## config.mk

```make
export PLATFORM = sky130hd
export DESIGN_NAME = dramc_ctrl
export DESIGN_NICKNAME = d
export VERILOG_FILES = /design/src/rtl/dramc_pkg.sv /design/src/rtl/dramc_tick.sv /design/src/rtl/dramc_ctrl.sv
export SDC_FILE = /design/constraint.sdc
export NUM_CORES = 1
export LEC_CHECK = 0
export BUFFER_PORTS_ARGS = -buffer_cell sky130_fd_sc_hd__buf_2
export CAP_MARGIN = 20
export CORE_MARGIN = 2
export CORE_UTILIZATION = 50
export DETAILED_ROUTE_END_ITERATION = 8
export PLACE_DENSITY = 0.79
export SYNTH_ARGS = -nofsm -noshare
export SYNTH_HDL_FRONTEND = slang
export SYNTH_SLANG_ARGS = --single-unit
```

## constraint.sdc

```tcl
create_clock -name mclk -period 2.2 [get_ports mclk]
set_input_delay 0 -clock mclk [delete_from_list [all_inputs] [get_ports mclk]]
set_output_delay 0 -clock mclk [all_outputs]
set_load 0.01 [all_outputs]
```

## src/rtl/dramc_pkg.sv

```systemverilog
/*
  dramc_pkg: constants for the controller of a 64k x 1 asynchronous dram.
  assumes a 25 MHz mclk; all strobe timing is counted in mclk cycles.
*/
package dramc_pkg;
  // clock
  localparam int unsigned CLK_NS           = 40;
  // array geometry
  localparam int unsigned ADDR_W           = 16;
  localparam int unsigned HALF_W           = 8;
  localparam int unsigned ROW_COUNT        = 256;
  // strobe phase lengths in ns, turned into cycles (rounded up)
  localparam int unsigned T_RCD_NS         = 40;
  localparam int unsigned T_CAS_NS         = 80;
  localparam int unsigned T_RP_NS          = 120;
  localparam int unsigned T_CP_NS          = 40;
  localparam int unsigned T_WP_NS          = 40;
  localparam logic [3:0]  RCD_CYC          = 4'((T_RCD_NS + CLK_NS - 1) / CLK_NS);
  localparam logic [3:0]  CAS_CYC          = 4'((T_CAS_NS + CLK_NS - 1) / CLK_NS);
  localparam logic [3:0]  RP_CYC           = 4'((T_RP_NS + CLK_NS - 1) / CLK_NS);
  localparam logic [3:0]  CP_CYC           = 4'((T_CP_NS + CLK_NS - 1) / CLK_NS);
  localparam logic [3:0]  WP_CYC           = 4'((T_WP_NS + CLK_NS - 1) / CLK_NS);
  // power-up pause and warm-up cycles
  localparam int unsigned T_PWRUP_US       = 100;
  localparam int unsigned PWRUP_CYC        = T_PWRUP_US * 1000 / CLK_NS;
  localparam logic [3:0]  WARMUP_CNT       = 4'h8;
  // distributed refresh interval 15.625 us, rounded down
  localparam int unsigned T_REF_PS         = 15625000;
  localparam int unsigned REF_CYC          = T_REF_PS / (CLK_NS * 1000);
  // access kinds on the user port
  localparam logic [1:0]  OP_READ          = 2'h0;
  localparam logic [1:0]  OP_WRITE         = 2'h1;
  localparam logic [1:0]  OP_RMW           = 2'h2;
endpackage : dramc_pkg

```

## src/rtl/dramc_tick.sv

```systemverilog
/*
  dramc_tick: down counter giving a one-cycle pulse every PERIOD cycles.
  assumes PERIOD fits in 16 bits; synchronous active-high reset.
*/
`timescale 1ns/1ps
`default_nettype none
module dramc_tick #(
  parameter int unsigned PERIOD = 390
) (
  // clock and reset
  input  wire logic mclk,
  input  wire logic rst,
  // pulse out
  output logic      tick
);
  logic [15:0] cnt_reg;  // cycles left

  assign tick = (cnt_reg == 16'h0000);

  // reload on expiry, so tick is exactly one cycle wide
  always_ff @(posedge mclk) begin
    if (rst || tick) begin
      cnt_reg <= 16'(PERIOD - 1);
    end else begin
      cnt_reg <= cnt_reg - 16'h0001;
    end
  end
endmodule : dramc_tick
`default_nettype wire

```

## src/rtl/dramc_ctrl.sv

```systemverilog
/*
  dramc_ctrl: controller that drives a 64k x 1 asynchronous dram through
  its strobes, multiplexed address and split data pins.
  assumes the dram pins are sampled/driven on mclk; one access at a time.
*/
// Function
// RQ1 - 64k one-bit cells, 16-bit address, split data
// RQ2 - row half then column half on strobes
// RQ3 - early write keeps dram output undriven
// RQ4 - late write output held while column low
// RQ5 - late write pulse gives read-modify-write
// RQ6 - write data captured at write strobe fall
// RQ7 - page mode: row low, column toggles
// RQ8 - row strobe high ends the cycle
// RQ9 - row high precharge between row cycles
// RQ10 - all 256 rows refreshed every 4 ms
// RQ11 - row-only, column-before-row and hidden refresh; the controller issues only column-before-row refresh
// RQ12 - shared data wire: use early write
// RQ13 - 100 us pause then eight row cycles
// RQ14 - dram output idle while column high
// RQ15 - one refresh every 15.625 us
// RQ16 - column-before-row refresh uses internal counter
`timescale 1ns/1ps
`default_nettype none
module dramc_ctrl
  import dramc_pkg::*;
#(
  parameter int unsigned PWRUP_CYCLES = PWRUP_CYC  // shorten in simulation
) (
  // clock and reset
  input  wire logic              mclk,
  input  wire logic              rst,
  // user request
  input  wire logic              req_valid,
  output logic                   req_ready,
  input  wire logic [1:0]        req_op,
  input  wire logic [ADDR_W-1:0] req_addr,
  input  wire logic              req_wdata,
  input  wire logic              req_page,
  // user answer
  output logic                   rsp_valid,
  output logic                   rsp_rdata,
  output logic                   init_done,
  // dram pins
  output logic                   ras_n,
  output logic                   cas_n,
  output logic                   we_n,
  output logic [HALF_W-1:0]      dram_addr,
  output logic                   dram_din,
  input  wire logic              dram_dout
);
  // controller states, one-hot
  typedef enum logic [8:0] {
    ST_PWRUP = 9'h001, ST_IDLE = 9'h002, ST_RAS = 9'h004,
    ST_CAS   = 9'h008, ST_WE   = 9'h010, ST_CPRE = 9'h020,
    ST_PRE   = 9'h040, ST_CBR  = 9'h080, ST_CBRR = 9'h100
  } dramc_state_t;

  dramc_state_t      state_reg, state_next;
  logic [16:0]       wait_reg;        // phase / power-up counter
  logic [3:0]        warm_reg;        // warm-up row cycles left
  logic [HALF_W-1:0] row_reg;         // open row
  logic [HALF_W-1:0] col_reg;         // column of current access
  logic [1:0]        op_reg;          // kind of current access
  logic              wd_reg;          // data to write
  logic              ref_pend_reg;    // refresh owed
  logic              ras_reg, cas_reg, we_reg;
  logic [HALF_W-1:0] addr_reg;
  logic              rdata_reg, rsp_reg, done_reg;
  logic              ref_tick;

  // refresh pacing
  dramc_tick #(.PERIOD(REF_CYC)) u_ref (
    .mclk (mclk),
    .rst  (rst),
    .tick (ref_tick)   // RQ15
  );

  // decode
  wire wait_done = (wait_reg == 17'h00000);
  wire is_write  = (op_reg == OP_WRITE);
  wire is_rmw    = (op_reg == OP_RMW);
  wire take      = req_valid && req_ready;
  // a page hit may reuse the open row while ras stays low
  wire page_hit  = req_valid && req_page && (req_addr[15:8] == row_reg) && !ref_pend_reg;
  // new request latched this edge; pins must already see its halves and kind,
  // else the row strobe falls on the previous row and we trails the column strobe
  wire                reload  = take || (state_reg == ST_CPRE && wait_done && page_hit);
  wire [HALF_W-1:0]   row_src = reload ? req_addr[15:8] : row_reg;  // row on the pins
  wire [HALF_W-1:0]   col_src = reload ? req_addr[7:0] : col_reg;   // column on the pins
  wire [1:0]          op_src  = reload ? req_op : op_reg;           // kind driving we

  assign req_ready = (state_reg == ST_IDLE) && done_reg && !ref_pend_reg;
  assign ras_n     = ras_reg;
  assign cas_n     = cas_reg;
  assign we_n      = we_reg;
  assign dram_addr = addr_reg;
  assign dram_din  = wd_reg;
  assign rsp_valid = rsp_reg;
  assign rsp_rdata = rdata_reg;
  assign init_done = done_reg;

  // next state
  always_comb begin
    state_next = state_reg;
    case (state_reg)
      ST_PWRUP: if (wait_done) state_next = ST_CBR;                    // RQ13
      ST_IDLE:  if (ref_pend_reg || !done_reg) state_next = ST_CBR;    // RQ10
                else if (take) state_next = ST_RAS;
      ST_RAS:   if (wait_done) state_next = ST_CAS;                    // RQ2
      ST_CAS:   if (wait_done) state_next = is_rmw ? ST_WE : ST_CPRE;
      ST_WE:    if (wait_done) state_next = ST_CPRE;                   // RQ5
      ST_CPRE:  if (wait_done) state_next = page_hit ? ST_CAS : ST_PRE;  // RQ7
      ST_PRE:   if (wait_done) state_next = ST_IDLE;                   // RQ9
      ST_CBR:   if (wait_done) state_next = ST_CBRR;                   // RQ16
      ST_CBRR:  if (wait_done) state_next = ST_PRE;
      default:  state_next = ST_PWRUP;
    endcase
  end

  // state and phase counter
  always_ff @(posedge mclk) begin
    if (rst) begin
      state_reg <= ST_PWRUP;
      wait_reg  <= 17'(PWRUP_CYCLES);
    end else begin
      state_reg <= state_next;
      if (state_next != state_reg || (state_reg == ST_CPRE && wait_done)) begin
        case (state_next)
          ST_RAS:  wait_reg <= 17'(RCD_CYC - 1);
          ST_CAS:  wait_reg <= 17'(CAS_CYC - 1);
          ST_WE:   wait_reg <= 17'(WP_CYC - 1);
          ST_CPRE: wait_reg <= 17'(CP_CYC - 1);
          ST_PRE:  wait_reg <= 17'(RP_CYC - 1);
          ST_CBR:  wait_reg <= 17'(CP_CYC - 1);
          ST_CBRR: wait_reg <= 17'(CAS_CYC - 1);
          default: wait_reg <= 17'h00000;
        endcase
      end else if (!wait_done) begin
        wait_reg <= wait_reg - 17'h00001;
      end
    end
  end

  // latch request; page hits keep the row and reload column, kind and data
  always_ff @(posedge mclk) begin
    if (rst) begin
      row_reg <= 8'h00;
      col_reg <= 8'h00;
      op_reg  <= OP_READ;
      wd_reg  <= 1'b0;
    end else if (reload) begin
      row_reg <= req_addr[15:8];   // RQ1
      col_reg <= req_addr[7:0];
      op_reg  <= req_op;
      wd_reg  <= req_wdata;        // RQ6
    end
  end

  // refresh owed; a new tick wins over the clear
  always_ff @(posedge mclk) begin
    if (rst) begin
      ref_pend_reg <= 1'b0;
    end else if (ref_tick) begin
      ref_pend_reg <= 1'b1;                                  // RQ15
    end else if (state_reg == ST_CBR) begin
      ref_pend_reg <= 1'b0;
    end
  end

  // warm-up row cycles after the pause, all cas-before-ras
  always_ff @(posedge mclk) begin
    if (rst) begin
      warm_reg <= WARMUP_CNT;
      done_reg <= 1'b0;
    end else if (state_reg == ST_CBRR && wait_done && !done_reg) begin
      warm_reg <= warm_reg - 4'h1;                           // RQ13
      done_reg <= (warm_reg == 4'h1);
    end
  end

  // pin drive, registered from the next state
  always_ff @(posedge mclk) begin
    if (rst) begin
      ras_reg  <= 1'b1;
      cas_reg  <= 1'b1;
      we_reg   <= 1'b1;
      addr_reg <= 8'h00;
    end else begin
      // ras low through the whole row cycle, high in precharge
      ras_reg  <= !(state_next inside {ST_RAS, ST_CAS, ST_WE, ST_CPRE, ST_CBRR});  // RQ8
      // cbr drops cas before ras; nothing else of ours has cas low with ras high
      cas_reg  <= !(state_next inside {ST_CAS, ST_WE, ST_CBR, ST_CBRR});     // RQ16
      // early write: we low before cas falls, or with it on a page-hit write; output stays open
      we_reg   <= !((state_next inside {ST_RAS, ST_CAS} && op_src == OP_WRITE)
                    || state_next == ST_WE);                                 // RQ12
      addr_reg <= (state_next == ST_CAS) ? col_src : row_src;                // RQ2
    end
  end

  // read data sampled in the last cycle of the column phase for reads and rmw
  always_ff @(posedge mclk) begin
    if (rst) begin
      rdata_reg <= 1'b0;
      rsp_reg   <= 1'b0;
    end else begin
      rsp_reg <= (state_reg == ST_CAS) && wait_done && !is_write;  // RQ4
      if ((state_reg == ST_CAS) && wait_done && !is_write) begin
        rdata_reg <= dram_dout;                                    // RQ14
      end
    end
  end

  // checks
  AST_RAS_HIGH_IN_PRE: assert property (@(posedge mclk) disable iff (rst)
    (state_reg == ST_PRE) |=> ras_n) else $error("ras low in precharge");  // RQ9
  // we must already be low in the cycle before the column strobe falls
  AST_EARLY_WRITE: assert property (@(posedge mclk) disable iff (rst)
    ($fell(cas_n) && !ras_n && is_write && $past(state_reg) == ST_RAS)
    |-> (!we_n && !$past(we_n))) else $error("we late in write");  // RQ12
  AST_CBR_ORDER: assert property (@(posedge mclk) disable iff (rst)
    ($fell(ras_n) && $past(state_reg) == ST_CBR) |-> !cas_n) else $error("cbr order");  // RQ16
  AST_RMW_WE: assert property (@(posedge mclk) disable iff (rst)
    (state_reg == ST_WE) |-> (!we_n && !cas_n)) else $error("rmw we not low");  // RQ5
  AST_REF_SERVED: assert property (@(posedge mclk) disable iff (rst)
    (ref_tick && done_reg) |-> ##[1:40] (state_reg == ST_CBR)) else $error("refresh late");  // RQ10
  AST_ADDR_COL: assert property (@(posedge mclk) disable iff (rst)
    (state_reg == ST_CAS) |-> (dram_addr == col_reg)) else $error("column missing");  // RQ2
  AST_RSP_PULSE: assert property (@(posedge mclk) disable iff (rst)
    rsp_valid |=> !rsp_valid) else $error("rsp not a pulse");  // RQ4
  AST_WARM_EIGHT: assert property (@(posedge mclk) disable iff (rst)
    $rose(done_reg) |-> (warm_reg == 4'h0)) else $error("warm-up count");  // RQ13
  COV_READ:  cover property (@(posedge mclk) rsp_valid && op_reg == OP_READ);
  COV_RMW:   cover property (@(posedge mclk) state_reg == ST_WE);
  COV_PAGE:  cover property (@(posedge mclk) state_reg == ST_CPRE && state_next == ST_CAS);
  COV_REF:   cover property (@(posedge mclk) done_reg && state_reg == ST_CBRR);
endmodule : dramc_ctrl
`default_nettype wire

```

# --- Word-level counts from Yosys, hierarchy flattened ---
# Index checks and enable logic that the tools add are counted.
# W data, S select, Z words.
totals:
  regBits: 80
  word_cells: 95
  in_bits: 24
  out_inout_bits: 16
op_classes:
  addsub: 3
  n_reduce_logical: 31
  eq_ne: 23
  mux: 22
ops:
  columns: ["cell", "n"]
  rows:
  - ["$mux W9", 10]
  - ["$pmux W9 S9", 1]
  - ["$mux W17", 2]
  - ["$mux W8", 3]
  - ["$eq A9 B3 Y1 const B", 2]
  - ["$eq A9 B4 Y1 const B", 2]
  - ["$eq A9 B5 Y1 const B", 2]
  - ["$eq A9 B6 Y1 const B", 2]
  - ["$eq A9 B7 Y1 const B", 2]
  - ["$eq A9 B8 Y1 const B", 2]
  - ["$eq A9 B9 Y1 const B", 2]
  - ["$logic_not A17 Y1", 1]
  - ["$sub A17 B1 Y17 const B", 1]
  - ["$logic_not A16 Y1", 1]
  - ["$sub A16 B1 Y16 const B", 1]
  - ["$logic_and A1 B1 Y1", 13]
  - ["$eq A9 B1 Y1 const B", 1]
  - ["$eq A9 B2 Y1 const B", 1]
  - ["$ne A9 B9 Y1", 1]
  - ["$eq A8 B8 Y1", 1]
  - ["$mux W7", 1]
  - ["$logic_not A1 Y1", 6]
  - ["$mux W6", 1]
  - ["$logic_or A1 B1 Y1", 5]
  - ["12 further kinds", 15]

# --- Logic depth before layout (Yosys ltp) ---
# Gate-level depths: netlist of run 1.
depth:
  ltp_word: 12
  ltp_mapped: 10
  mapped_depth_nobuf: 9

# --- Modules after synthesis ---
# From an unflattened synthesis of run 1, not the netlist that was laid out.
unflattened:
  cells_unflattened: 442
  hier_area_um2: 3878.7
modules_own_cells:
  columns: ["mod", "n_inst", "cells_per_inst", "seq_area_each_um2", "area_per_inst_um2"]
  rows:
  - ["dramc_ctrl", 1, 366, 1281.2, 3148.0]
  - ["dramc_tick", 1, 76, 320.3, 730.7]

# --- Worst setup path before layout of run 1 ---
# Ideal clock, no wire load.
synth_path:
  path_kind: "register to register"
  start: "register state_reg[0]"
  end: "register wait_reg[0]"
  t_arrival_ns: 2.250
  stages_incl_launch_ff: 8
  required_time_ns: 2.077
  synth_period_minus_slack_ns: 2.374
  setup_slack_ns: -0.174
  path_buffers: 1
  setup_ns: 0.123
  cell_sequence: "dfxtp_1 -> buf_6 -> or4_4 -> or3_4 -> or2_4 -> o31ai_4 -> nand4_4 -> mux2_1"
synth_via:
  elab_chain_len: 11
  elab_cells_between_ends: 33
  classes_between: "eq/ne (14); mux (13); reduce/logical (6)"
synth_lines:
  columns: ["element", "line_no", "text"]
  rows:
  - ["from (decl)", "dramc_ctrl.sv:59", "dramc_state_t state_reg, state_next;"]
  - ["from (signal assigned)", "dramc_ctrl.sv:127", "state_reg <= state_next;"]
  - ["$eq A9 B2 Y1", "dramc_ctrl.sv:93, dramc_ctrl.sv:106", null]
  - ["$logic_and A1 B1 Y1 (2 in a row)", "dramc_ctrl.sv:93", "assign req_ready = (state_reg == ST_IDLE) && done_reg && !ref_pend_reg;"]
  - ["$logic_and A1 B1 Y1", "dramc_ctrl.sv:83", "wire take = req_valid && req_ready;"]
  - ["$mux W9", "dramc_ctrl.sv:109", "else if (take) state_next = ST_RAS;"]
  - ["$mux W9", "dramc_ctrl.sv:108", "ST_IDLE: if (ref_pend_reg || !done_reg) state_next = ST_CBR;"]
  - ["$pmux W9 S9", "dramc_ctrl.sv:106", "case (state_reg)"]
  - ["$eq A9 B4 Y1 or $eq A9 B9 Y1 (tied branches)", "dramc_ctrl.sv:129", "case (state_next)"]
  - ["$reduce_or A2 Y1 (no source line)", null, null]
  - ["$pmux W2 S2", "dramc_ctrl.sv:129", null]
  - ["$mux W17", "dramc_ctrl.sv:128", "if (state_next != state_reg || (state_reg == ST_CPRE && wait_done)) begin"]
  - ["to (signal assigned)", "dramc_ctrl.sv:130", "ST_RAS: wait_reg <= 17'(RCD_CYC - 1);"]
  - ["to (signal assigned)", "dramc_ctrl.sv:131", "ST_CAS: wait_reg <= 17'(CAS_CYC - 1);"]
  - ["to (signal assigned)", "dramc_ctrl.sv:132", "ST_WE: wait_reg <= 17'(WP_CYC - 1);"]
  - ["to (decl)", "dramc_ctrl.sv:60", "logic [16:0] wait_reg;"]
# Several ways; a longest one is shown, not always the timed one.
# A chain may end at the register's enable or synchronous reset.

# --- Final worst setup path of run 1 ---
layout_path:
  start: "register state_reg[0]"
  end: "register addr_reg[7] (netlist: dram_addr[7])"
layout_via:
  elab_chain_len: 9
  elab_cells_between_ends: 30
  classes_between: "eq/ne (10); mux (14); reduce/logical (6)"
layout_lines:
  columns: ["element", "line_no", "text"]
  rows:
  - ["$eq A9 B2 Y1", "dramc_ctrl.sv:93, dramc_ctrl.sv:106", null]
  - ["$logic_and A1 B1 Y1 (2 in a row)", "dramc_ctrl.sv:93", null]
  - ["$logic_and A1 B1 Y1", "dramc_ctrl.sv:83", null]
  - ["$mux W9", "dramc_ctrl.sv:109", null]
  - ["$mux W9", "dramc_ctrl.sv:108", null]
  - ["$pmux W9 S9", "dramc_ctrl.sv:106", null]
  - ["$eq A9 B4 Y1", "dramc_ctrl.sv:197", "addr_reg <= (state_next == ST_CAS) ? col_src : row_src;"]
  - ["$mux W8 *", "dramc_ctrl.sv:197", null]
  - ["to (signal assigned)", "dramc_ctrl.sv:197", null]
  - ["to (decl)", "dramc_ctrl.sv:68", "logic [HALF_W-1:0] addr_reg;"]
# Every way passes the cells marked *; elsewhere a longest branch is shown, timed or not.

==> metrics.md, run 1 <==
| Metric | Value |
|---|---|
| Latest clock arrival within the worst-skew pair | `370 ps` |
| Post-Syn Nets | `483` |
| Area grow syn2layout | `45.9%` |
| CTS root buffer | `clkbuf_8` |
| Max Clk Rate | `roughly 390 MHz` |
| Max clock buf depth | `2` |
| Failing checks | `negative setup slack` |
| Ratio of cells with drive above 1 in the final layout | `0.417` |
| Avg Cell Area, Syn | `roughly 9.1 um^2` |
| Share of async-settable or async-resettable flops after synthesis | `0` |
| Peak VDD IR | `0.466 mV` |
| Die Wd | `94.6 um` |
| Top cells by area, synth | `dfxtp_1 (39%), nor2_1 (6.4%), mux2i_1 (5.4%)` |
| Rel. slew slack | `0.437` |
| Multi-input logic area | `~0.0028 mm^2` |
| Die ar. | `about 0.009 mm^2` |
| Row Count | `33` |
| Max H-tree Level | `3` |
| Hold Fails Final Rpt | `0` |
| Initial antenna violation count | `0` |
| Top FF cell, synth | `dfxtp_1` |
| Worst-path maximum fanout | `5` |
| Initial Util | `0.507` |
| Aggregate routed wire length | `13800 um` |
| Status | `finished, violations left` |
| Hold path cells | `4` |
| WHS Endpoint | `col_reg[5]` |
| Crit-path leading delay family | `simple AND/OR/NAND/NOR gates` |
| Tightest Pin Transition | `844 ps` |
| Drt pass-1 iters | `5` |
| Post-layout nets | `about 630` |
| Core Area | `slightly above 0.008 mm^2` |
| Synth area leader | `dfxtp_1` |
| Most frequent CP cell | `buf_6` |
| FF-to-FF path depth | `9` |
| Grt total ovfl | `0` |
| Share of the synthesized area in the top cell type | `0.390` |
| Top-count cell post-synth | `dfxtp_1` |
| Yosys warnings | `0` |
| Final WS setup | `-341 ps` |
| FF-to-FF Start | `state_reg[0]` |
| CP bufs+invs | `3` |
| Final clock skew | `13.1 ps` |
| Largest net degree at the start of global routing | `41` |
| Post-Synthesis Cells | `roughly 450` |
| Clock sinks | `80` |
| First-pass GRT wire length | `18200 um` |
| Max FFs per register | `17` |
| Minimum clock period | `2540 ps` |
| Port bufs | `39` |
| Count of cell types in the netlist | `69` |
| Cell Chain, Critical Path | `or4_4 > or2_4 > buf_6 > o41ai_4 > buf_6 > clkbuf_16 > mux2i_1 > nor2b_2 > a211oi_1` |
| Clock transition at path regs | `90 ps` |
| Placed inst area | `0.00496 mm^2` |
| Post-DP HPWL | `7390 um` |
| Vias per cell | `5.81` |
| Worst reg2reg endpoint | `dram_addr[7]` |
| GRT Overall Usage | `0.264` |
| #FFs+latches synth | `80` |
| WS Path Type | `reg -> reg` |
| CTS Buf Count | `9` |
| PwrDens | `556 mW/mm^2` |
| Final worst-path cycle share | `1.16` |
| Mapped cell area | `~0.0041 mm^2` |
| Fin. max-slew vios | `0` |
| Antenna cells | `0` |
| Origin of the worst min-delay path | `req_addr[5]` |
| Sequential cell area | `approximately 0.0016 mm^2` |
| Number of remaining DRC errors | `0` |
| Post-synthesis sequential area ratio | `0.390` |
| CP arrival | `around 2800 ps` |
| Routed WL per cell | `19.5 um` |
| R2R Setup Slk | `-340 ps` |
| P_leak | `~2.4 nW` |
| Drt first-iter violations | `304` |
| CTS tree | `done` |
| Num ports | `40` |
| Antenna Nets Post-Route | `0` |
| Startpoint Class | `flip-flop` |
| Min-delay worst type | `in -> reg` |
| Max cap viols | `0` |
| Die height | `94.6 um` |
| Setup violators final | `between 70 and 80` |
| Fillers | `roughly 500` |
| Final instance area | `0.00599 mm^2` |
| EDFF count, synth | `0` |
| Worst Hold Slack | `between 10 and 15 ps` |
| CP endpoint kind | `flip-flop` |
| Routability cong. | `1.01` |
| Synth cell count leaders | `dfxtp_1 (80), nor2_1 (70), mux2i_1 (22), nor3_1 (22), nand2_1 (21)` |
| Slowest CP cell | `or4_4` |
| RSZ-0062 raised after global routing | `true` |
| Number of global-route vias before repair | `3817` |
| Critical Path RT | `2470 ps` |
| TNS Setup | `-11320 ps` |
| Via count | `4099` |
| Largest stage delay on the critical path | `roughly 550 ps` |
worst max-delay path by stage:
stage | endpoint | slack, ps | from | cells after the start
after floorplan | wait_reg[0] | -170 | state_reg[0] | 7
after global placement | wait_reg[10] | -150 | state_reg[0] | 7
after detailed placement | wait_reg[10] | -220 | state_reg[0] | 8
after CTS | dram_addr[1] | -190 | wait_reg[14] | 8
after global routing | dram_addr[7] | -490 | row_reg[4] | 9
final | dram_addr[7] | -340 | state_reg[0] | 9
power breakdown:
part           internal [W]  switching, W  total [W]
registers           0.00150     0.0000544    0.00155
clock network      0.000532      0.000603    0.00113
logic              0.000312      0.000330   0.000642
total               0.00234      0.000988    0.00333
tightest hold or removal path, delay by kind of cell:
| family | cells | cell delay, ps |
|---|---|---|
| buf+inv | 2 | 210 |
| mux | 1 | 60 |
| simple gates | 1 | 80 |
metal layers:
layer  vias to the layer above  wire length (um)  track usage  share of wire
li1                       1883                 -            -              -
met1                      2000              5300        0.303           0.39
met2                       167              7070        0.475           0.51
met3                        49               696       0.0583          0.051
met4                         0               682        0.106          0.050
met5                         -                 0            0              0
cells in the final DEF (no fill, tap or decap), types with 4 or more instances in the layout:
| master | n |
|---|---|
| a211oi_2 | 10 |
| dlygate4sd3_1 | 18 |
| clkbuf_8 | 9 |
| nor2b_2 | 4 |
| dfxtp_1 | 76 |
| nor3_2 | 11 |
| mux2i_1 | 7 |
| buf_6 | 15 |
| nor4_1 | 7 |
| nand4_1 | 5 |
| buf_4 | 76 |
| o21ai_0 | 10 |
| xor2_1 | 20 |
| nor3_1 | 15 |
| xnor2_1 | 18 |
| nand2_1 | 21 |
| a21oi_1 | 7 |
| or3_1 | 6 |
| buf_2 | 39 |
| nor2b_4 | 4 |
| nor2_1 | 66 |
| nand3_1 | 10 |
| o21bai_2 | 6 |
| a211oi_1 | 4 |
| nor2b_1 | 4 |
| nand2b_1 | 5 |
| inv_1 | 14 |
| mux2i_4 | 12 |
| ha_1 | 6 |
| nor4_4 | 5 |
| nor2_2 | 5 |
stage by stage:
step / power [W] / util / std cells / setup WS, ps
after floorplan: 0.00186 / - / 453 / -174
after global placement: 0.00203 / 0.613 / 655 / -149
after detailed placement: 0.00205 / 0.613 / 655 / -224
after CTS: 0.00320 / 0.680 / 691 / -188
after global routing: 0.00343 / 0.740 / 705 / -493
final: 0.00333 / 0.740 / 705 / -341
kinds of logic (layout without fill, tap and decap cells):
kind of cell / count (synthesis) / after routing / share of synthesized area
AND/OR/NAND/NOR: 201 / 201 / 0.270
flip-flops: 80 / 80 / 0.390
AO/OA/AOI/OAI: 66 / 66 / 0.136
XOR/XNOR: 38 / 38 / 0.0810
buffers and inverters: 36 / 183 / 0.0405
multiplexers: 26 / 26 / 0.0646
adder cells (fa/ha/maj): 6 / 6 / 0.0183
area by class of cell:
cell class,count,area share
multi-input cells,337,0.464
flip-flops and latches,80,0.269
repair buffers,153,0.204
well taps,105,0.0219
clock buffers,10,0.0213
clock inverters,6,0.0113
inverters,14,0.00877
repair_timing:
item | 4_1_cts | 5_1_grt
resized for setup | 35 | 63
endpoints found under the hold margin | 18 | 1
setup endpoints to repair | 57 | 71
hold buffers | 17 | 1
setup buffers | 4 | 10
gates cloned | 0 | 3
pin swaps | 2 | 17
Power figures use the tool's default switching activity.
==> run 2: changes to the inputs <==
Settings changed: SETUP_SLACK_MARGIN set to 0.4.
==> run 2 against run 1 <==
  * First-iteration DRC count rose by 73%
  * Largest cell class unchanged
  * Die area did not move
  * Clock skew fell by 2.0 ps
  * Sequential share of layout area fell by 1.6 points
  * Critical path type unchanged
  * Worst setup slack got worse by 45 ps
  * Non-clock buffer count rose by 15
  * The flow still finishes with violations (negative setup slack)
  * Largest power group unchanged
  * Core utilization rose by 5.4 points
==> metrics.md, run 2 (same netlist as run 1, synthesis figures left out) <==
| Metric | Value |
|---|---|
| Num ports | `40 (unchanged)` |
| Core Area | `0.00809 mm^2 (unchanged)` |
| Final WS setup | `-387 ps (was -341 ps)` |
| Port bufs | `39 (unchanged)` |
| Via count | `4565 (was 4099)` |
| Commonest cells after routing, fill and taps aside | `buf_4 (78), dfxtp_1 (67), nor2_1 (48) (was dfxtp_1 (76), buf_4 (76), nor2_1 (66))` |
| Antenna cells | `0 (unchanged)` |
| Clock sinks | `80 (unchanged)` |
| TNS Setup | `-11670 ps (was -11320 ps)` |
| Area grow syn2layout | `56.5% (was 45.9%)` |
| Hold Fails Final Rpt | `0 (unchanged)` |
| Antenna Nets Post-Route | `0 (unchanged)` |
| Peak VDD IR | `0.542 mV (was 0.466 mV)` |
| GRT Max-Usage Layer | `met2 (unchanged)` |
| P_leak | `2.54 nW (was 2.41 nW)` |
| Max H-tree Level | `3 (unchanged)` |
| Worst Hold Slack | `13.4 ps (was 10.7 ps)` |
| Placed inst area | `0.00508 mm^2 (was 0.00496 mm^2)` |
| Initial antenna violation count | `0 (unchanged)` |
| Critical Path RT | `2510 ps (was 2470 ps)` |
| Number of remaining DRC errors | `0 (unchanged)` |
| CP endpoint kind | `flip-flop (unchanged)` |
| Fin cells | `720 (was 705)` |
| CTS tree | `done (unchanged)` |
| Clock transition at path regs | `100 ps (was 90 ps)` |
| PwrDens | `527 mW/mm^2 (was 556 mW/mm^2)` |
| Final instance area | `0.00643 mm^2 (was 0.00599 mm^2)` |
| Critical path origin | `state_reg[0] (unchanged)` |
| CTS root buffer | `clkbuf_8 (unchanged)` |
| Cell Chain, Critical Path | `or4_4 > or2_4 > nor2_4 > o21ai_0 > a211oi_2 > nand4_4 > buf_4 > buf_6 > o21ai_2 (was or4_4 > or2_4 > buf_6 > o41ai_4 > buf_6 > clkbuf_16 > mux2i_1 > nor2b_2 > a211oi_1)` |
| Routed WL per cell | `23.7 um (was 19.5 um)` |
| Ratio of cells with drive above 1 in the final layout | `0.506 (was 0.417)` |
| CP arrival | `2900 ps (was 2810 ps)` |
| Drt pass-1 iters | `7 (was 5)` |
| GRT Overall Usage | `0.316 (was 0.264)` |
| Final clock skew | `11.2 ps (was 13.1 ps)` |
| Max clock buf depth | `2 (unchanged)` |
| Row Count | `33 (unchanged)` |
| M1 GR Usage | `0.345 (was 0.303)` |
| Die Wd | `94.6 um (unchanged)` |
| Max FFs per register | `17 (unchanged)` |
| Commonest non-fill, non-tap cell in the layout | `buf_4` |
| Largest stage delay on the critical path | `550 ps (about the same)` |
| Largest net degree at the start of global routing | `36 (was 41)` |
| Post-DP HPWL | `7840 um (was 7390 um)` |
| Post-place setup slack | `-199 ps (was -224 ps)` |
| Startpoint Class | `flip-flop (unchanged)` |
| RSZ-0062 raised after global routing | `true (unchanged)` |
| Minimum clock period | `2590 ps (was 2540 ps)` |
| WS Path Type | `reg -> reg (unchanged)` |
| Final worst-path cycle share | `1.18 (was 1.16)` |
| Drt first-iter violations | `525 (was 304)` |
| DP Cell Count | `656 (was 655)` |
| Max cap viols | `0 (unchanged)` |
| FF-to-FF path depth | `9 (unchanged)` |
| Latest clock arrival within the worst-skew pair | `370 ps (about the same)` |
| Grt total ovfl | `0 (unchanged)` |
| Failing checks | `negative setup slack (unchanged)` |
| Worst-path maximum fanout | `5 (unchanged)` |
| Origin of the worst min-delay path | `req_addr[3] (was req_addr[5])` |
| Routability cong. | `1.08 (was 1.01)` |
| Hold path cells | `4 (unchanged)` |
| Status | `finished, violations left (unchanged)` |
| Vias per cell | `6.34 (was 5.81)` |
| GR Layer Usage met2 | `0.555 (was 0.475)` |
| Min-delay worst type | `in -> reg (unchanged)` |
| Initial Util | `0.507 (unchanged)` |
| CTS Buf Count | `9 (unchanged)` |
| Die ar. | `0.00895 mm^2 (unchanged)` |
| Number of global-route vias before repair | `4342 (was 3817)` |
| Fin. max-slew vios | `0 (unchanged)` |
| Slowest CP cell | `or4_4 (unchanged)` |
| Setup violators final | `56 (was 71)` |
| Rel. slew slack | `0.510 (was 0.437)` |
| M3 GR Usage | `0.0822 (was 0.0583)` |
| Tightest Pin Transition | `736 ps (was 844 ps)` |
| Aggregate routed wire length | `17000 um (was 13800 um)` |
| FF-to-FF Start | `state_reg[0] (unchanged)` |
| Max Clk Rate | `387 MHz (was 394 MHz)` |
| First-pass GRT wire length | `21600 um (was 18200 um)` |
| Post-layout nets | `640 (was 625)` |
| Die height | `94.6 um (unchanged)` |
==> run 2: changes by cell type in the layout (fill, tap and decap cells not counted), sizes merged <==
cell,before,now
clkbuf,12,11
buf,133,153
bufinv,1,0
clkinv,1,3
clkinvlp,2,1
dlygate4sd3,18,14
==> run 2: cell type report <==
cell class,count,area (um^2)
sequential,80,1620
clock inverter,6,51.3
timing repair buffer,168,1430
multi-input combinational,337,3000
tap,105,131
clock buffer,10,138
inverter,14,52.6
fill,417,1670
==> run 2: per-stage QoR <==
| step | util | power [W] |
|---|---|---|
| finish | 0.794 | 0.00339 |
| global route | 0.794 | 0.00347 |
| CTS | 0.734 | 0.00319 |
| detailed placement | 0.628 | 0.00205 |
| global placement | 0.628 | 0.00203 |
| floorplan | - | 0.00188 |
==> run 2: final timing paths <==
kind                                          to  slack (ps)
worst min register to register  u_ref.cnt_reg[0]         460
worst max register to register      state_reg[0]        -390
worst max-delay path                state_reg[0]        -390
worst min-delay path                  col_reg[3]          10
==> run 2: power by group <==
part / leakage, nW / internal [W] / total, W / switching (W)
clock: 0.0935 / 0.000456 / 0.00113 / 0.000669
combinational: 1.79 / 0.000326 / 0.000702 / 0.000375
sequential: 0.651 / 0.00150 / 0.00156 / 0.0000578
total: 2.54 / 0.00228 / 0.00339 / 0.00110
==> run 2: routing by layer <==
metal / up-vias / share of wire
li1: 1913 / -
met3: 145 / 0.089
met5: - / 0
met1: 2168 / 0.34
met4: 0 / 0.085
met2: 339 / 0.49
==> run 2: what timing repair did <==
action                                  4_1_cts  5_1_grt
hold buffers                                 14        0
gates cloned                                  4        1
buffers inserted                             16       13
pin swaps                                    21       24
hold endpoints to repair                     14        0
gates resized for setup                      77       79
endpoints found under the setup margin       80       80
==> run 2: worst max-delay path, delay by kind of cell (launching register included) <==
| kind | cells | cell delay [ps] |
|---|---|---|
| AO/OA/AOI/OAI | 3 | 650 |
| buffers and inverters | 2 | 310 |
| flip-flops | 1 | 360 |
| AND/OR/NAND/NOR | 4 | 1200 |
